## config.mk

```make
export PLATFORM = sky130hd
export DESIGN_NAME = rficb_bank
export DESIGN_NICKNAME = d
export VERILOG_FILES = /design/src/hw/rficb_pkg.sv /design/src/hw/rficb_band_decode.sv /design/src/hw/rficb_filter_ctrl.sv /design/src/hw/rficb_bank.sv
export SDC_FILE = /design/constraint.sdc
export NUM_CORES = 1
export LEC_CHECK = 0
export ABC_CLOCK_PERIOD_IN_PS = 6170
export BUFFER_PORTS_ARGS = -buffer_cell sky130_fd_sc_hd__clkbuf_2
export CORE_UTILIZATION = 45
export CTS_CLUSTER_DIAMETER = 120
export DETAILED_ROUTE_END_ITERATION = 7
export PLACE_DENSITY = 0.76
export SYNTH_ARGS = -nofsm -noshare
export SYNTH_HDL_FRONTEND = slang
export SYNTH_SLANG_ARGS = --single-unit
```

## constraint.sdc

```tcl
create_clock -name clk -period 6.17 [get_ports clk]
set_clock_uncertainty 0.2 [all_clocks]
set_input_delay 1.234 -clock clk [delete_from_list [all_inputs] [get_ports clk]]
set_output_delay 1.234 -clock clk [all_outputs]
set_load 0.01 [all_outputs]
```

## src/hw/rficb_pkg.sv

```systemverilog
// package: register map, field layout and reset values of the rf/if configuration bank
package rficb_pkg;
    // word indices; byte address is four times the index
    localparam logic [3:0] RFICB_IDX_CONFIG = 4'h0;
    localparam logic [3:0] RFICB_IDX_TEST2 = 4'h9;
    localparam logic [3:0] RFICB_IDX_CLKDIV = 4'hA;
    localparam int RFICB_ADDR_W = 6;

    // first configuration word fields
    localparam int RFICB_POS_ENABLE = 31;
    localparam int RFICB_POS_IDLE = 30;
    localparam int RFICB_POS_RSVA_HI = 29;
    localparam int RFICB_POS_RSVA_LO = 26;
    localparam int RFICB_POS_RSVB_HI = 25;
    localparam int RFICB_POS_RSVB_LO = 22;
    localparam int RFICB_POS_POLE = 17;
    localparam int RFICB_POS_AMP_HI = 16;
    localparam int RFICB_POS_AMP_LO = 15;
    localparam int RFICB_POS_MIX_HI = 14;
    localparam int RFICB_POS_MIX_LO = 13;
    localparam int RFICB_POS_CEN_HI = 12;
    localparam int RFICB_POS_CEN_LO = 6;
    localparam int RFICB_POS_BW_HI = 5;
    localparam int RFICB_POS_BW_LO = 3;
    localparam int RFICB_POS_ORDER = 2;
    localparam int RFICB_POS_TYPE = 1;
    localparam int RFICB_POS_GAIN = 0;
    localparam logic [3:0] RFICB_RSVA_PATTERN = 4'hF;
    localparam logic [3:0] RFICB_RSVB_PATTERN = 4'hA;

    // reset image: enable=1 idle=0 rsv=8,8,2,1 pole/amp/mix=0 centre=0x58 bw=0 order=0 type=1 gain=1
    localparam logic [31:0] RFICB_CONFIG_RESET = 32'hA2241603;

    // sample-clock divider word fields
    localparam int RFICB_POS_LCNT_HI = 27;
    localparam int RFICB_POS_LCNT_LO = 16;
    localparam int RFICB_POS_MCNT_HI = 15;
    localparam int RFICB_POS_MCNT_LO = 4;
    localparam int RFICB_POS_PREFRAC = 3;
    localparam int RFICB_POS_CLKOUT = 2;
    // divider reset value is not given; plain default, adjustable
    localparam logic [31:0] RFICB_CLKDIV_RESET = 32'h00000000;
    localparam logic [31:0] RFICB_CLKDIV_MASK = 32'h0FFFFFFC;

    // test word is wholly reserved; held as written, reset plain default
    localparam logic [31:0] RFICB_TEST2_RESET = 32'h00000000;

    localparam logic [1:0] RFICB_CODE_HIGH = 2'h0;
    localparam logic [1:0] RFICB_CODE_LOW = 2'h1;
    localparam logic [1:0] RFICB_CODE_OFF = 2'h2;
endpackage

```

## src/hw/rficb_band_decode.sv

```systemverilog
// band-select decoder: two-bit mode code to high/low enables
`timescale 1ns/100ps
module rficb_band_decode
    import rficb_pkg::*;
(
    input wire logic [1:0] code,
    input wire logic chipOn,
    output logic highEn,
    output logic lowEn
);
    // reserved code 3 and the off code both leave the stage disabled
    assign highEn = chipOn && (code == RFICB_CODE_HIGH);
    assign lowEn = chipOn && (code == RFICB_CODE_LOW);
endmodule

```

## src/hw/rficb_filter_ctrl.sv

```systemverilog
// if filter control: bandwidth legality and steering outputs
`timescale 1ns/100ps
module rficb_filter_ctrl
    import rficb_pkg::*;
(
    input wire logic [2:0] bwCode,
    input wire logic typeComplex,
    input wire logic chipOn,
    output logic bwValid,
    output logic filterOn
);
    // codes 3,4,7 only allowed with lowpass; 5,6 reserved
    always_comb begin
        case (bwCode)
            3'h0, 3'h1, 3'h2: bwValid = 1'b1;
            3'h3, 3'h4, 3'h7: bwValid = !typeComplex;
            default: bwValid = 1'b0;
        endcase
    end
    assign filterOn = chipOn;
endmodule

```

## src/hw/rficb_bank.sv

```systemverilog
// rf/if configuration register bank with avalon-mm slave
//
// Added by the designer: register access over Avalon-MM.
`timescale 1ns/100ps
// Contract
// - bit31 chip enable, reset one
// - bit30 idle select, reset zero
// - bit17 mixer pole 13/36 MHz
// - bits16:15 amplifier band select
// - bits14:13 mixer band select
// - bits12:6 filter centre, reset 0x58
// - bits5:3 bandwidth, lowpass-only codes
// - bit2 filter order select
// - bit1 filter type, reset one
// - bit0 filter gain, reset one
// - divider word L, M, select bits
module rficb_bank
    import rficb_pkg::*;
(
    input wire logic clk,
    input wire logic rst,
    input wire logic [RFICB_ADDR_W-1:0] address,
    input wire logic read,
    input wire logic write,
    input wire logic [31:0] writedata,
    input wire logic [3:0] byteenable,
    output logic [31:0] readdata,
    output logic waitrequest,
    output logic [1:0] response,
    output logic device_enable,
    output logic idleMode,
    output logic mixer_pole_select,
    output logic [1:0] amplifier_band_select,
    output logic [1:0] mixer_band_select,
    output logic [6:0] filter_centre_setting,
    output logic [2:0] filter_bandwidth_select,
    output logic filter_order_select,
    output logic filter_type_select,
    output logic filter_gain_select,
    output logic highAmpEn,
    output logic lowAmpEn,
    output logic highMixEn,
    output logic lowMixEn,
    output logic filterOn,
    output logic bandwidthValid,
    output logic [11:0] sample_div_l_count,
    output logic [11:0] sample_div_m_count,
    output logic pre_fractional_divider_select,
    output logic clock_output_select,
    output logic [31:0] testWord
);
    // ----------------------------------------
    // bus slave
    // ----------------------------------------
    // one wait cycle per access: request seen, answered on the next edge
    logic ack_reg;
    logic [31:0] configWord_reg;
    logic [31:0] clkDiv_reg;
    logic [31:0] test2_reg;
    logic [3:0] wordIdx;
    logic accept;
    logic [31:0] beMask;

    assign wordIdx = address[RFICB_ADDR_W-1:2];
    assign accept = (read || write) && !ack_reg;
    assign waitrequest = (read || write) && !ack_reg;
    assign beMask = {{8{byteenable[3]}}, {8{byteenable[2]}},
                     {8{byteenable[1]}}, {8{byteenable[0]}}};

    function automatic logic isMapped(input logic [3:0] idx);
        isMapped = (idx == RFICB_IDX_CONFIG) || (idx == RFICB_IDX_TEST2) ||
                   (idx == RFICB_IDX_CLKDIV);
    endfunction

    function automatic logic [31:0] merge(input logic [31:0] old, input logic [31:0] nw,
                                          input logic [31:0] m);
        merge = (old & ~m) | (nw & m);
    endfunction

    always_ff @(posedge clk or posedge rst) begin
        if (rst) begin
            ack_reg <= 1'b0;
        end else begin
            ack_reg <= accept;
        end
    end

    // ----------------------------------------
    // register storage
    // ----------------------------------------
    // storage keeps running while chip enable is low: only the bus stays alive then
    always_ff @(posedge clk or posedge rst) begin
        if (rst) begin
            configWord_reg <= RFICB_CONFIG_RESET;
        end else if (accept && write && wordIdx == RFICB_IDX_CONFIG) begin
            // reserved fields are stored as written; the host keeps their patterns
            configWord_reg <= merge(configWord_reg, writedata, beMask);
        end
    end

    always_ff @(posedge clk or posedge rst) begin
        if (rst) begin
            clkDiv_reg <= RFICB_CLKDIV_RESET;
        end else if (accept && write && wordIdx == RFICB_IDX_CLKDIV) begin
            clkDiv_reg <= merge(clkDiv_reg, writedata, beMask & RFICB_CLKDIV_MASK);
        end
    end

    always_ff @(posedge clk or posedge rst) begin
        if (rst) begin
            test2_reg <= RFICB_TEST2_RESET;
        end else if (accept && write && wordIdx == RFICB_IDX_TEST2) begin
            test2_reg <= merge(test2_reg, writedata, beMask);
        end
    end

    always_ff @(posedge clk or posedge rst) begin
        if (rst) begin
            readdata <= 32'h00000000;
            response <= 2'h0;
        end else if (accept && read) begin
            response <= isMapped(wordIdx) ? 2'h0 : 2'h2;
            case (wordIdx)
                RFICB_IDX_CONFIG: readdata <= configWord_reg;
                RFICB_IDX_TEST2: readdata <= test2_reg;
                RFICB_IDX_CLKDIV: readdata <= clkDiv_reg;
                default: readdata <= 32'h00000000;
            endcase
        end else if (accept && write) begin
            response <= isMapped(wordIdx) ? 2'h0 : 2'h2;
        end
    end

    // ----------------------------------------
    // field outputs
    // ----------------------------------------
    assign device_enable = configWord_reg[RFICB_POS_ENABLE];
    assign idleMode = configWord_reg[RFICB_POS_IDLE];
    assign mixer_pole_select = configWord_reg[RFICB_POS_POLE];
    assign amplifier_band_select = configWord_reg[RFICB_POS_AMP_HI:RFICB_POS_AMP_LO];
    assign mixer_band_select = configWord_reg[RFICB_POS_MIX_HI:RFICB_POS_MIX_LO];
    assign filter_centre_setting = configWord_reg[RFICB_POS_CEN_HI:RFICB_POS_CEN_LO];
    assign filter_bandwidth_select = configWord_reg[RFICB_POS_BW_HI:RFICB_POS_BW_LO];
    assign filter_order_select = configWord_reg[RFICB_POS_ORDER];
    assign filter_type_select = configWord_reg[RFICB_POS_TYPE];
    assign filter_gain_select = configWord_reg[RFICB_POS_GAIN];
    assign sample_div_l_count = clkDiv_reg[RFICB_POS_LCNT_HI:RFICB_POS_LCNT_LO];
    assign sample_div_m_count = clkDiv_reg[RFICB_POS_MCNT_HI:RFICB_POS_MCNT_LO];
    assign pre_fractional_divider_select = clkDiv_reg[RFICB_POS_PREFRAC];
    assign clock_output_select = clkDiv_reg[RFICB_POS_CLKOUT];
    assign testWord = test2_reg;

    // ----------------------------------------
    // front-end steering
    // ----------------------------------------
    // idle also shuts the signal path, but registers are untouched
    logic chipOn;
    assign chipOn = device_enable && !idleMode;

    rficb_band_decode u_ampDecode (
        .code(amplifier_band_select),
        .chipOn(chipOn),
        .highEn(highAmpEn),
        .lowEn(lowAmpEn)
    );

    rficb_band_decode u_mixDecode (
        .code(mixer_band_select),
        .chipOn(chipOn),
        .highEn(highMixEn),
        .lowEn(lowMixEn)
    );

    rficb_filter_ctrl u_filter (
        .bwCode(filter_bandwidth_select),
        .typeComplex(filter_type_select),
        .chipOn(chipOn),
        .bwValid(bandwidthValid),
        .filterOn(filterOn)
    );

    // ----------------------------------------
    // assertions
    // ----------------------------------------
    property p_resetImage;
        @(posedge clk) $fell(rst) |-> device_enable && !idleMode &&
            filter_centre_setting == 7'h58 && filter_type_select && filter_gain_select;
    endproperty
    a_resetImage: assert property (p_resetImage) else $error("bad reset image");

    property p_idleBlocks;
        @(posedge clk) disable iff (rst) idleMode |-> !highAmpEn && !lowAmpEn && !filterOn;
    endproperty
    a_idleBlocks: assert property (p_idleBlocks) else $error("idle not honoured");

    property p_disableBlocks;
        @(posedge clk) disable iff (rst) !device_enable |-> !highMixEn && !lowMixEn;
    endproperty
    a_disableBlocks: assert property (p_disableBlocks) else $error("chip off leaks");

    property p_ampDecode;
        @(posedge clk) disable iff (rst) chipOn |->
            highAmpEn == (amplifier_band_select == 2'h0) &&
            lowAmpEn == (amplifier_band_select == 2'h1);
    endproperty
    a_ampDecode: assert property (p_ampDecode) else $error("amp decode");

    property p_mixDecode;
        @(posedge clk) disable iff (rst) chipOn |->
            highMixEn == (mixer_band_select == 2'h0) && lowMixEn == (mixer_band_select == 2'h1);
    endproperty
    a_mixDecode: assert property (p_mixDecode) else $error("mixer decode");

    property p_bwLowpassOnly;
        @(posedge clk) disable iff (rst)
            filter_type_select && filter_bandwidth_select inside {3'h3, 3'h4, 3'h7} |->
            !bandwidthValid;
    endproperty
    a_bwLowpassOnly: assert property (p_bwLowpassOnly) else $error("bw legality");

    property p_writeLands;
        @(posedge clk) disable iff (rst)
            accept && write && wordIdx == RFICB_IDX_CONFIG && byteenable == 4'hF |=>
            configWord_reg == $past(writedata);
    endproperty
    a_writeLands: assert property (p_writeLands) else $error("config write lost");

    property p_readBack;
        @(posedge clk) disable iff (rst)
            accept && read && wordIdx == RFICB_IDX_CLKDIV |=> readdata == $past(clkDiv_reg);
    endproperty
    a_readBack: assert property (p_readBack) else $error("divider readback");

    property p_oneWait;
        @(posedge clk) disable iff (rst) accept |=> !waitrequest ##1 !ack_reg;
    endproperty
    a_oneWait: assert property (p_oneWait) else $error("wait length");

    property p_holdWhenOff;
        @(posedge clk) disable iff (rst) !device_enable && !(accept && write) |=>
            $stable(configWord_reg) && $stable(clkDiv_reg);
    endproperty
    a_holdWhenOff: assert property (p_holdWhenOff) else $error("content lost");

    c_writeConfig: cover property (@(posedge clk) accept && write && wordIdx == RFICB_IDX_CONFIG);
    c_readDiv: cover property (@(posedge clk) accept && read && wordIdx == RFICB_IDX_CLKDIV);
    c_chipOff: cover property (@(posedge clk) $fell(device_enable));
    c_badAddr: cover property (@(posedge clk) accept && !isMapped(wordIdx));
endmodule

```

==> summary.txt, run 1 <==
Outcome
  • Run status: complete, no violations

Logic synthesis
  • Adder and majority gate portion of the synthesized area: 0%
  • Post-synthesis cell area: about 0.0059 mm²
  • Main combinational cell family by area after synthesis: multiplexers
  • Number of flip-flops and latches in the synthesized netlist: roughly 120
  • Post-synthesis compound-gate area fraction: 10.86%
  • Post-Synth Simple-Gate Area: 14.18%
  • Synth warnings: 0
  • XOR/XNOR share of the synthesized area: less than 1%
  • Post-Synthesis Mean Instance Area: 12.21 µm²
  • Share of the yosys chip area belonging to registers: between 50 and 60%
  • Net count after synthesis: between 500 and 600
  • Portion of netlist area occupied by mux cells: between 15 and 20%
  • Number of cells produced by synthesis: approximately 480
  • Post-synth cell types: 38

Placed design
  • Cells after DPL: just under 800
  • Final Wtd Congestion: roughly 0.8
  • Number of buffer cells added on primary ports: between 150 and 200
  • Half-perimeter wire length after placement: 10,270 µm
  • Post-place setup slack: roughly 2.3 ns

Power
  • Total design power: 2346 µW
  • Switching power share of the total: between 20% and 30%
  • Clk network pwr share: around two fifths
  • P_sw: just over 600 µW
  • Total power divided by cell area: ~320 mW/mm²
  • Proportion of power drawn by flip-flops and latches: ~43%
  • Worst vdd ir: between 0.15 and 0.2 mV
  • Static Leak: 0.003614 µW
  • Internal: roughly 1700 µW
  • Part of the power in combinational logic: 15.4%

Timing
  • Smallest setup slack after layout: between 2 and 3 ns
  • Sum of negative setup slack: 0 ns
  • Final Hold Fails: 0
  • Ratio of final minimum period to clock period: around 56%
  • Transition time at the pin with the least slew margin: 1.181 ns
  • Final-report max-slew violation count: 0
  • Fin crit period: roughly 3.4 ns
  • RSZ-0062 raised after global routing: no
  • Worst-case headroom to the max-slew limit: about a fifth
  • Peak Freq: between 200 and 300 MHz
  • Setup violations, final: 0
  • Final worst hold slack: 0.2944 ns

Final layout
  • Most frequent cells in the layout: clkbuf_2, dfrtp_1, mux2_2
  • Total inserted antenna cells: 0
  • FILL cells: ~1,100
  • Layout overhead on the synthesized area: 23.98%
  • Net count reported at finish: approximately 670
  • Commonest non-fill, non-tap cell in the layout: clkbuf_2
  • Final instance count without filler cells: 806
  • Share of layout cells above drive strength 1: 48.74%

Setup path
  • Kind of launch point of the worst setup path: input port
  • Worst reg2reg path startpoint: ack_reg
  • Critical path capture point type: flip-flop
  • Critical path fanouts, max: 30
  • Critical path type: in -> reg
  • RR Endpoint: readdata[31]
  • R2R cell count: 3
  • WP data required: roughly 6.3 ns
  • Worst Setup SP: address[2]
  • Signal arrival time at the worst endpoint: around 3.5 ns
  • FF-to-FF setup slack: about 3.9 ns

Drt
  • Average detailed-routed wire length per instance: between 15 and 20 µm
  • Post-detailed-route DRC marker count: 0
  • Mean number of vias per cell: 5.520
  • Drt first-iter violations: 252
  • Number of iterations in the first detailed-routing pass: 5
  • Total vias in the final route: approximately 4,400
  • Final WL: ~15,000 µm
  • Post-DRT Antenna Nets: 0

Floorplanning
  • I/O pin count: between 150 and 200
  • Die H: 116.4 µm
  • Die footprint: between 0.01 and 0.015 mm²
  • Placeable core area: around 0.013 mm²
  • Total number of placement rows: around 40
  • Initial cell density of the core: 46.45%
  • Die Span X: ~120 µm

CTS
  • Number of gates given a new drive strength after cts: 0
  • CTS Buf Count: 17
  • Cts-stage hold buffer count: 0
  • Later-pin clock latency in the skew report: approximately 0.4 ns
  • Deepest level of the CTS H-tree: 4
  • Register clock-pin slew on the reported worst setup and hold paths: approximately 0.05 ns
  • Number of post-CTS setup repair buffers: 0
  • Clock sink total: 124
  • Max clock buf depth: 2
  • Clock tree from TritonCTS: yes
  • Root cell of the clock tree: clkbuf_16

Flow run
  • Max-cap check violation count: 0

GRT
  • Met2 routing resource usage after global routing: around 38%
  • GRT Resource Usage Total: 23.78%
  • Maximum number of pins on one net before global-route repair: 66
  • Global route total overflow: 0
  • First-pass GRT wire length: 23,940 µm
  • M3 GR Usage: approximately 6%
  • Fraction of met1 tracks used by global routing: 30.20%
  • Layer carrying the most global-route usage: met2
  • Number of antenna violations at the first check in global routing: 0
  • Number of global-route vias before repair: 4,450

Min path
  • Worst hold path type: reg -> reg
-- worst min path at each step --
stage                    to         start  cells past startpoint  slack (ns)
2_1_floorplan     flip-flop     flip-flop                      1        0.27
3_3_place_gp   readdata[30]  readdata[30]                      2        0.27
3_5_place_dp    readdata[0]   readdata[0]                      2        0.29
4_1_cts         readdata[0]   readdata[0]                      2        0.30
5_1_grt           flip-flop     flip-flop                      1        0.33
6_report        readdata[0]   readdata[0]                      2        0.29
-- critical path, cell delays in order --
cell and delay, ns:
clkbuf_2 0.35, buf_4 0.36, or4_1 0.87, nor2_8 0.31, mux2_2 0.38
-- cells in the mapped netlist --
library cell | number | area share, %
or4_1 | 1 | 0.13
xnor2_1 | 1 | 0.15
nand3b_1 | 4 | 0.51
nor4b_1 | 1 | 0.15
mux2i_1 | 1 | 0.17
o21ai_0 | 33 | 2.8
a21o_1 | 1 | 0.13
mux2_2 | 89 | 17
nand2_1 | 32 | 2.0
o22a_1 | 1 | 0.15
clkbuf_1 | 19 | 1.2
o21ba_2 | 1 | 0.17
nor2_8 | 4 | 1.4
buf_2 | 9 | 0.77
nor2b_1 | 2 | 0.21
nand4bb_1 | 2 | 0.38
and3_1 | 15 | 1.6
and4bb_2 | 1 | 0.21
xor2_1 | 1 | 0.15
inv_1 | 2 | 0.13
dfstp_2 | 10 | 4.5
nor4_1 | 1 | 0.11
buf_4 | 15 | 1.9
a22oi_1 | 58 | 7.4
nor2_2 | 7 | 0.74
nand2b_1 | 4 | 0.43
nor3b_1 | 17 | 2.2
buf_6 | 1 | 0.19
and3b_1 | 22 | 3.3
mux2_1 | 1 | 0.19
buf_1 | 1 | 0.064
nor2_1 | 4 | 0.26
nor3_1 | 2 | 0.17
conb_1 | 1 | 0.064
dfrtp_1 | 114 | 48
nor4bb_1 | 2 | 0.34
and2_0 | 1 | 0.11
a22oi_2 | 1 | 0.21
-- kinds of logic after synthesis --
| family | count (synthesis) |
|---|---|
| muxes | 91 |
| DFF | 124 |
| and+or+nand+nor | 122 |
| AOI/OAI and AO/OA | 95 |
| buffers and inverters | 47 |
| other | 1 |
| xor gates and xnor gates | 2 |
-- area by class of cell --
cell class                 instances  area [µm²]  area share [%]
sequential                       124        3115           42.70
multi-input combinational        311        2542           34.84
timing repair buffer             165       835.8           11.45
clock buffer                      23       457.9           6.276
tap                              172       215.2           2.949
clock inverter                     9       120.1           1.646
inverter                           2       10.01          0.1372
-- through the flow --
stage	util, %	cell area (µm²)
6_report	57.59	7297
2_1_floorplan	-	5886
3_5_place_dp	53.03	6719
5_1_grt	57.59	7297
4_1_cts	57.59	7297
3_3_place_gp	53.03	6719
-- layer usage --
metal	up-vias	wire length, µm
met1	2235	6433
met2	151	7330
met4	0	428
li1	2032	-
met5	-	0
met3	31	854
-- power by group through the flow --
stage / Sequential (µW) / Combinational, µW / Clock (µW)
after floorplan: 1030 / 201 / 0
after global placement: 1010 / 355 / 0
after detailed placement: 1020 / 364 / 0
after CTS: 1010 / 366 / 994
after global routing: 1020 / 396 / 1030
final: 1010 / 361 / 977
(Power assumes the default switching activity.)
==> run 2, diff against run 1 <==
- ABC_CLOCK_PERIOD_IN_PS: 6170 -> 3200
- clock period: 6.17 -> 3.2 ns (I/O delays scaled with it)
==> summary.txt, run 2 (synthesis results as in run 1) <==
Final layout
  • Final instance count without filler cells: roughly 820
  • Share of layout cells above drive strength 1: around 50%
  • Area used by multi-input combinational logic: roughly 0.0025 mm²
  • Commonest non-fill, non-tap cell in the layout: clkbuf_2
  • FILL cells: between 1,000 and 1,500
  • Most frequent cells in the layout: clkbuf_2, dfrtp_1, mux2_2
  • Post-Route Utilization: roughly three fifths
  • Total inserted antenna cells: 0
  • FF+latch area: around 0.0031 mm²
  • Net count reported at finish: approximately 680
  • Layout overhead on the synthesized area: 26.02%

Timing
  • Setup violations, final: 0
  • Final-report max-slew violation count: 0
  • Fin crit period: 2.412 ns
  • Final worst hold slack: just under 0.1 ns
  • Ratio of final minimum period to clock period: 75.36%
  • Worst-case headroom to the max-slew limit: between 40 and 50%
  • RSZ-0062 raised after global routing: no
  • Peak Freq: slightly above 400 MHz
  • Transition time at the pin with the least slew margin: between 0.8 and 0.9 ns
  • Sum of negative setup slack: 0 ns
  • Final Hold Fails: 0

Setup path
  • Largest stage delay on the critical path: 0.55 ns
  • Critical path fanouts, max: 5
  • Slowest library cell on the worst path: dfstp_2
  • Critical path capture point type: output pin
  • Critical path depth in cells: 3
  • R2R cell count: 4
  • Critical path type: reg -> out
  • Signal arrival time at the worst endpoint: 1.57 ns
  • Critical path buffers and inverters: 1
  • Cell breakdown of the critical path: nand2b_1 > nor3b_1 > clkbuf_2
  • WP data required: around 2.4 ns
  • Family with the most delay on the worst path: flip-flops
  • Kind of launch point of the worst setup path: flip-flop

GRT
  • Number of global-route vias before repair: around 4,400
  • Global route total overflow: 0
  • Maximum number of pins on one net before global-route repair: 48
  • GRT Resource Usage Total: approximately a quarter
  • First-pass GRT wire length: ~24,000 µm
  • Number of antenna violations at the first check in global routing: 0

Floorplanning
  • Die footprint: 0.01354 mm²
  • Total number of placement rows: 41
  • Die Span X: 116.4 µm
  • I/O pin count: 165
  • Initial cell density of the core: between 40% and 50%
  • Placeable core area: between 0.01 and 0.015 mm²
  • Die H: about 120 µm

CTS
  • Clock tree from TritonCTS: yes
  • Deepest level of the CTS H-tree: 4
  • Later-pin clock latency in the skew report: approximately 0.41 ns
  • Register clock-pin slew on the reported worst setup and hold paths: 0.05 ns
  • Root cell of the clock tree: clkbuf_16
  • Number of gates given a new drive strength after cts: 0
  • Number of post-CTS setup repair buffers: 0
  • Max clock buf depth: 2
  • Clock sink total: ~120
  • CTS Buf Count: 17
  • Cts-stage hold buffer count: 0

Placed design
  • Final Wtd Congestion: roughly 0.75
  • Half-perimeter wire length after placement: around 11,000 µm
  • Cells after DPL: between 700 and 800
  • Number of buffer cells added on primary ports: roughly 160

Power
  • Internal: between 3000 and 4000 µW
  • Clk network pwr share: 41.6%
  • Total power divided by cell area: 612.8 mW/mm²
  • Proportion of power drawn by flip-flops and latches: a little over two fifths
  • P_sw: 1174 µW
  • Switching power share of the total: between 20% and 30%
  • Worst vdd ir: between 0.2 and 0.3 mV
  • Static Leak: 0.003677 µW
  • Part of the power in combinational logic: between 15 and 20%

Drt
  • Post-DRT Antenna Nets: 0
  • Mean number of vias per cell: approximately 5.5
  • Number of iterations in the first detailed-routing pass: 5
  • Final WL: between 15,000 and 20,000 µm
  • Post-detailed-route DRC marker count: 0
  • Average detailed-routed wire length per instance: around 19 µm
  • Drt first-iter violations: 277
  • Total vias in the final route: 4,497

Flow run
  • Max-cap check violation count: 0

Outcome
  • Run status: complete, no violations

Min path
  • Worst hold path type: in -> async
-- run 2: changes by cell type in the layout (fill, tap and decap cells not counted), sizes merged --
cell	previous run	this run
buf	4	16
bufinv	3	2
clkbuf	184	186
clkinv	6	5
clkinvlp	0	1
inv	2	1
-- run 2: worst paths after layout --
check / to / slack (ns) / startpoint
max reg2reg: readdata[5] / 1.12 / ack_reg
min reg2reg: readdata[0] / 0.28 / readdata[0]
max: lowAmpEn / 0.79 / flip-flop
max in group asynchronous: async pin / 1.99 / rst
min in group clk: flip-flop / 0.28 / writedata[29]
min: async pin / 0.1 / rst
-- run 2: per-stage QoR --
step	setup slack [ns]	power [µW]	area, µm²
finish	0.7884	4545	7417
global route	0.7064	4747	7417
CTS	0.7510	4585	7417
detailed placement	0.3824	2685	6827
global placement	0.4207	2650	6827
floorplan	0.8429	2380	5889
-- run 2: area by class of cell --
type                       count  share of cell area (%)
timing repair buffer         177                   12.82
multi-input combinational    311                   34.16
sequential                   124                   42.00
clock inverter                 7                   1.147
clock buffer                  25                   6.815
inverter                       2                  0.1518
tap                          172                   2.901
-- run 2: power by group through the flow --
stage                     sequential (µW)  combinational (µW)  clock [µW]
after detailed placement             1970                 718           0
final                                1940                 712        1890
after floorplan                      1990                 388           0
after global routing                 1970                 775        2000
after global placement               1950                 697           0
after CTS                            1940                 721        1920
-- run 2: layer usage --
layer	global-route usage [%]	up-vias	part of all wire (%)
li1	-	2070	-
met1	30.72	2284	43
met2	38.42	130	50
met3	5.968	13	5.5
met4	9.829	0	1.1
met5	0	-	0
==> run 3, diff against run 2 <==
- ABC_CLOCK_PERIOD_IN_PS: 3200 -> 2280
- clock period: 3.2 -> 2.28 ns (I/O delays scaled with it)
==> summary.txt, run 3 (synthesis results as in run 1) <==
Outcome
  • Run status: complete, no violations

Setup path
  • Critical path type: reg -> out
  • Cell breakdown of the critical path: nand2b_2 > nor3b_1 > clkbuf_2
  • Family with the most delay on the worst path: flip-flops
  • Largest stage delay on the critical path: between 0.5 and 0.6 ns
  • WP data required: about 1.6 ns
  • Critical path fanouts, max: 5
  • Kind of launch point of the worst setup path: flip-flop
  • Critical path capture point type: output pin
  • Critical path buffers and inverters: 1
  • Signal arrival time at the worst endpoint: between 1 and 1.5 ns
  • Worst reg2reg path startpoint: ack_reg
  • Slowest library cell on the worst path: dfstp_2

Timing
  • Ratio of final minimum period to clock period: a little over nine tenths
  • Sum of negative setup slack: 0 ns
  • Peak Freq: around 470 MHz
  • Final-report max-slew violation count: 0
  • RSZ-0062 raised after global routing: no
  • Setup violations, final: 0
  • Fin crit period: 2.142 ns
  • Final Hold Fails: 0

Power
  • Internal: about 5000 µW
  • Worst vdd ir: 0.5638 mV
  • P_sw: between 1500 and 2000 µW
  • Clk network pwr share: approximately 44%
  • Static Leak: approximately 0.0038 µW
  • Part of the power in combinational logic: 15.3%
  • Total power divided by cell area: ~880 mW/mm²
  • Switching power share of the total: around 26%
  • Proportion of power drawn by flip-flops and latches: between 40 and 50%

Placed design
  • Half-perimeter wire length after placement: 10,920 µm
  • Number of buffer cells added on primary ports: around 160
  • Final Wtd Congestion: between 0.7 and 0.8

Final layout
  • Layout overhead on the synthesized area: 29.44%
  • Net count reported at finish: 690
  • Total inserted antenna cells: 0
  • Most frequent cells in the layout: clkbuf_2, dfrtp_1, mux2_2
  • Post-Route Utilization: between 60 and 70%
  • Share of layout cells above drive strength 1: 51.29%
  • Commonest non-fill, non-tap cell in the layout: clkbuf_2

Drt
  • Post-DRT Antenna Nets: 0
  • Drt first-iter violations: approximately 390
  • Final WL: 15,700 µm
  • Mean number of vias per cell: ~5.6
  • Post-detailed-route DRC marker count: 0
  • Total vias in the final route: between 4,000 and 5,000
  • Number of iterations in the first detailed-routing pass: 5
  • Average detailed-routed wire length per instance: 18.93 µm

Floorplanning
  • I/O pin count: 165
  • Die H: ~120 µm
  • Initial cell density of the core: between 40% and 50%
  • Placeable core area: around 0.013 mm²
  • Die Span X: roughly 120 µm
  • Die footprint: around 0.014 mm²
  • Total number of placement rows: 41

CTS
  • CTS Buf Count: 17
  • Clock sink total: roughly 120
  • Register clock-pin slew on the reported worst setup and hold paths: roughly 0.06 ns
  • Deepest level of the CTS H-tree: 4
  • Clock tree from TritonCTS: yes
  • Later-pin clock latency in the skew report: 0.42 ns
  • Max clock buf depth: 2
  • Root cell of the clock tree: clkbuf_16

Min path
  • Start point of the worst hold path: writedata[0]
  • Worst hold path type: in -> reg

GRT
  • Maximum number of pins on one net before global-route repair: 58
  • Number of antenna violations at the first check in global routing: 1
  • Number of global-route vias before repair: about 4,500
  • Global route total overflow: 0
  • First-pass GRT wire length: around 24,000 µm
  • GRT Resource Usage Total: 24.31%

Flow run
  • Max-cap check violation count: 0
==> run 3: changes by cell type in the layout (fill, tap and decap cells not counted), sizes merged <==
| cell | previous run | this run |
|---|---|---|
| buf | 16 | 26 |
| bufinv | 2 | 4 |
| clkbuf | 186 | 183 |
| clkinv | 5 | 2 |
| clkinvlp | 1 | 5 |
| dlygate4sd3 | 0 | 1 |
==> run 3: cell type report <==
cell class	count	area, µm²
Clock inverter	10	160.2
Inverter	2	11.26
Timing Repair Buffer	188	1086
Clock buffer	22	494.2
Tap cell	172	215.2
Multi-Input combinational cell	311	2536
Fill cell	1064	5052
Sequential cell	124	3115
==> run 3: routing by layer <==
layer / part of all wire, % / GRT usage (%) / vias up / wire [µm]
met5: 0 / 0 / - / 0
met4: 1.6 / 9.231 / 0 / 258
met3: 6.4 / 7.628 / 23 / 1002
met2: 50 / 39.25 / 167 / 7845
met1: 42 / 30.57 / 2353 / 6588
li1: - / - / 2086 / -
==> run 3: power by group through the flow <==
| stage | combinational, µW | sequential [µW] | clock [µW] |
|---|---|---|---|
| finish | 1030 | 2730 | 2930 |
| global route | 1110 | 2770 | 3100 |
| CTS | 1040 | 2730 | 2980 |
| detailed placement | 1030 | 2760 | 0 |
| global placement | 994 | 2740 | 0 |
| floorplan | 544 | 2800 | 0 |
==> run 3: per-stage QoR <==
stage / hold WS (ns) / total power (µW) / cell area (µm²) / instances / setup slack [ns]
CTS: 0.06929 / 6743 / 7616 / 829 / 0.02277
floorplan: 0.2722 / 3340 / 5889 / 482 / 0.1069
global route: 0.07381 / 6975 / 7619 / 829 / 0.06883
global placement: 0.2614 / 3732 / 6952 / 796 / 0.06935
finish: 0.09033 / 6693 / 7619 / 829 / 0.1384
detailed placement: 0.2646 / 3791 / 6952 / 796 / 0.01993
==> run 3: what timing repair did <==
| item | CTS | global route |
|---|---|---|
| gates resized for setup | 0 | 1 |
| endpoints found under the setup margin | 0 | 2 |
| hold buffers | 1 | 0 |
| buffers inserted | 0 | 0 |
| hold endpoints to repair | 14 | 0 |
==> run 3: worst paths after layout <==
check,end,slack (ns),cells past startpoint
min in group asynchronous,async pin,0.38,3
setup / recovery,lowMixEn,0.14,3
hold reg to reg,readdata[31],0.29,2
hold / removal,flip-flop,0.09,2
setup reg to reg,flip-flop,0.39,3
max in group asynchronous,async pin,0.83,4
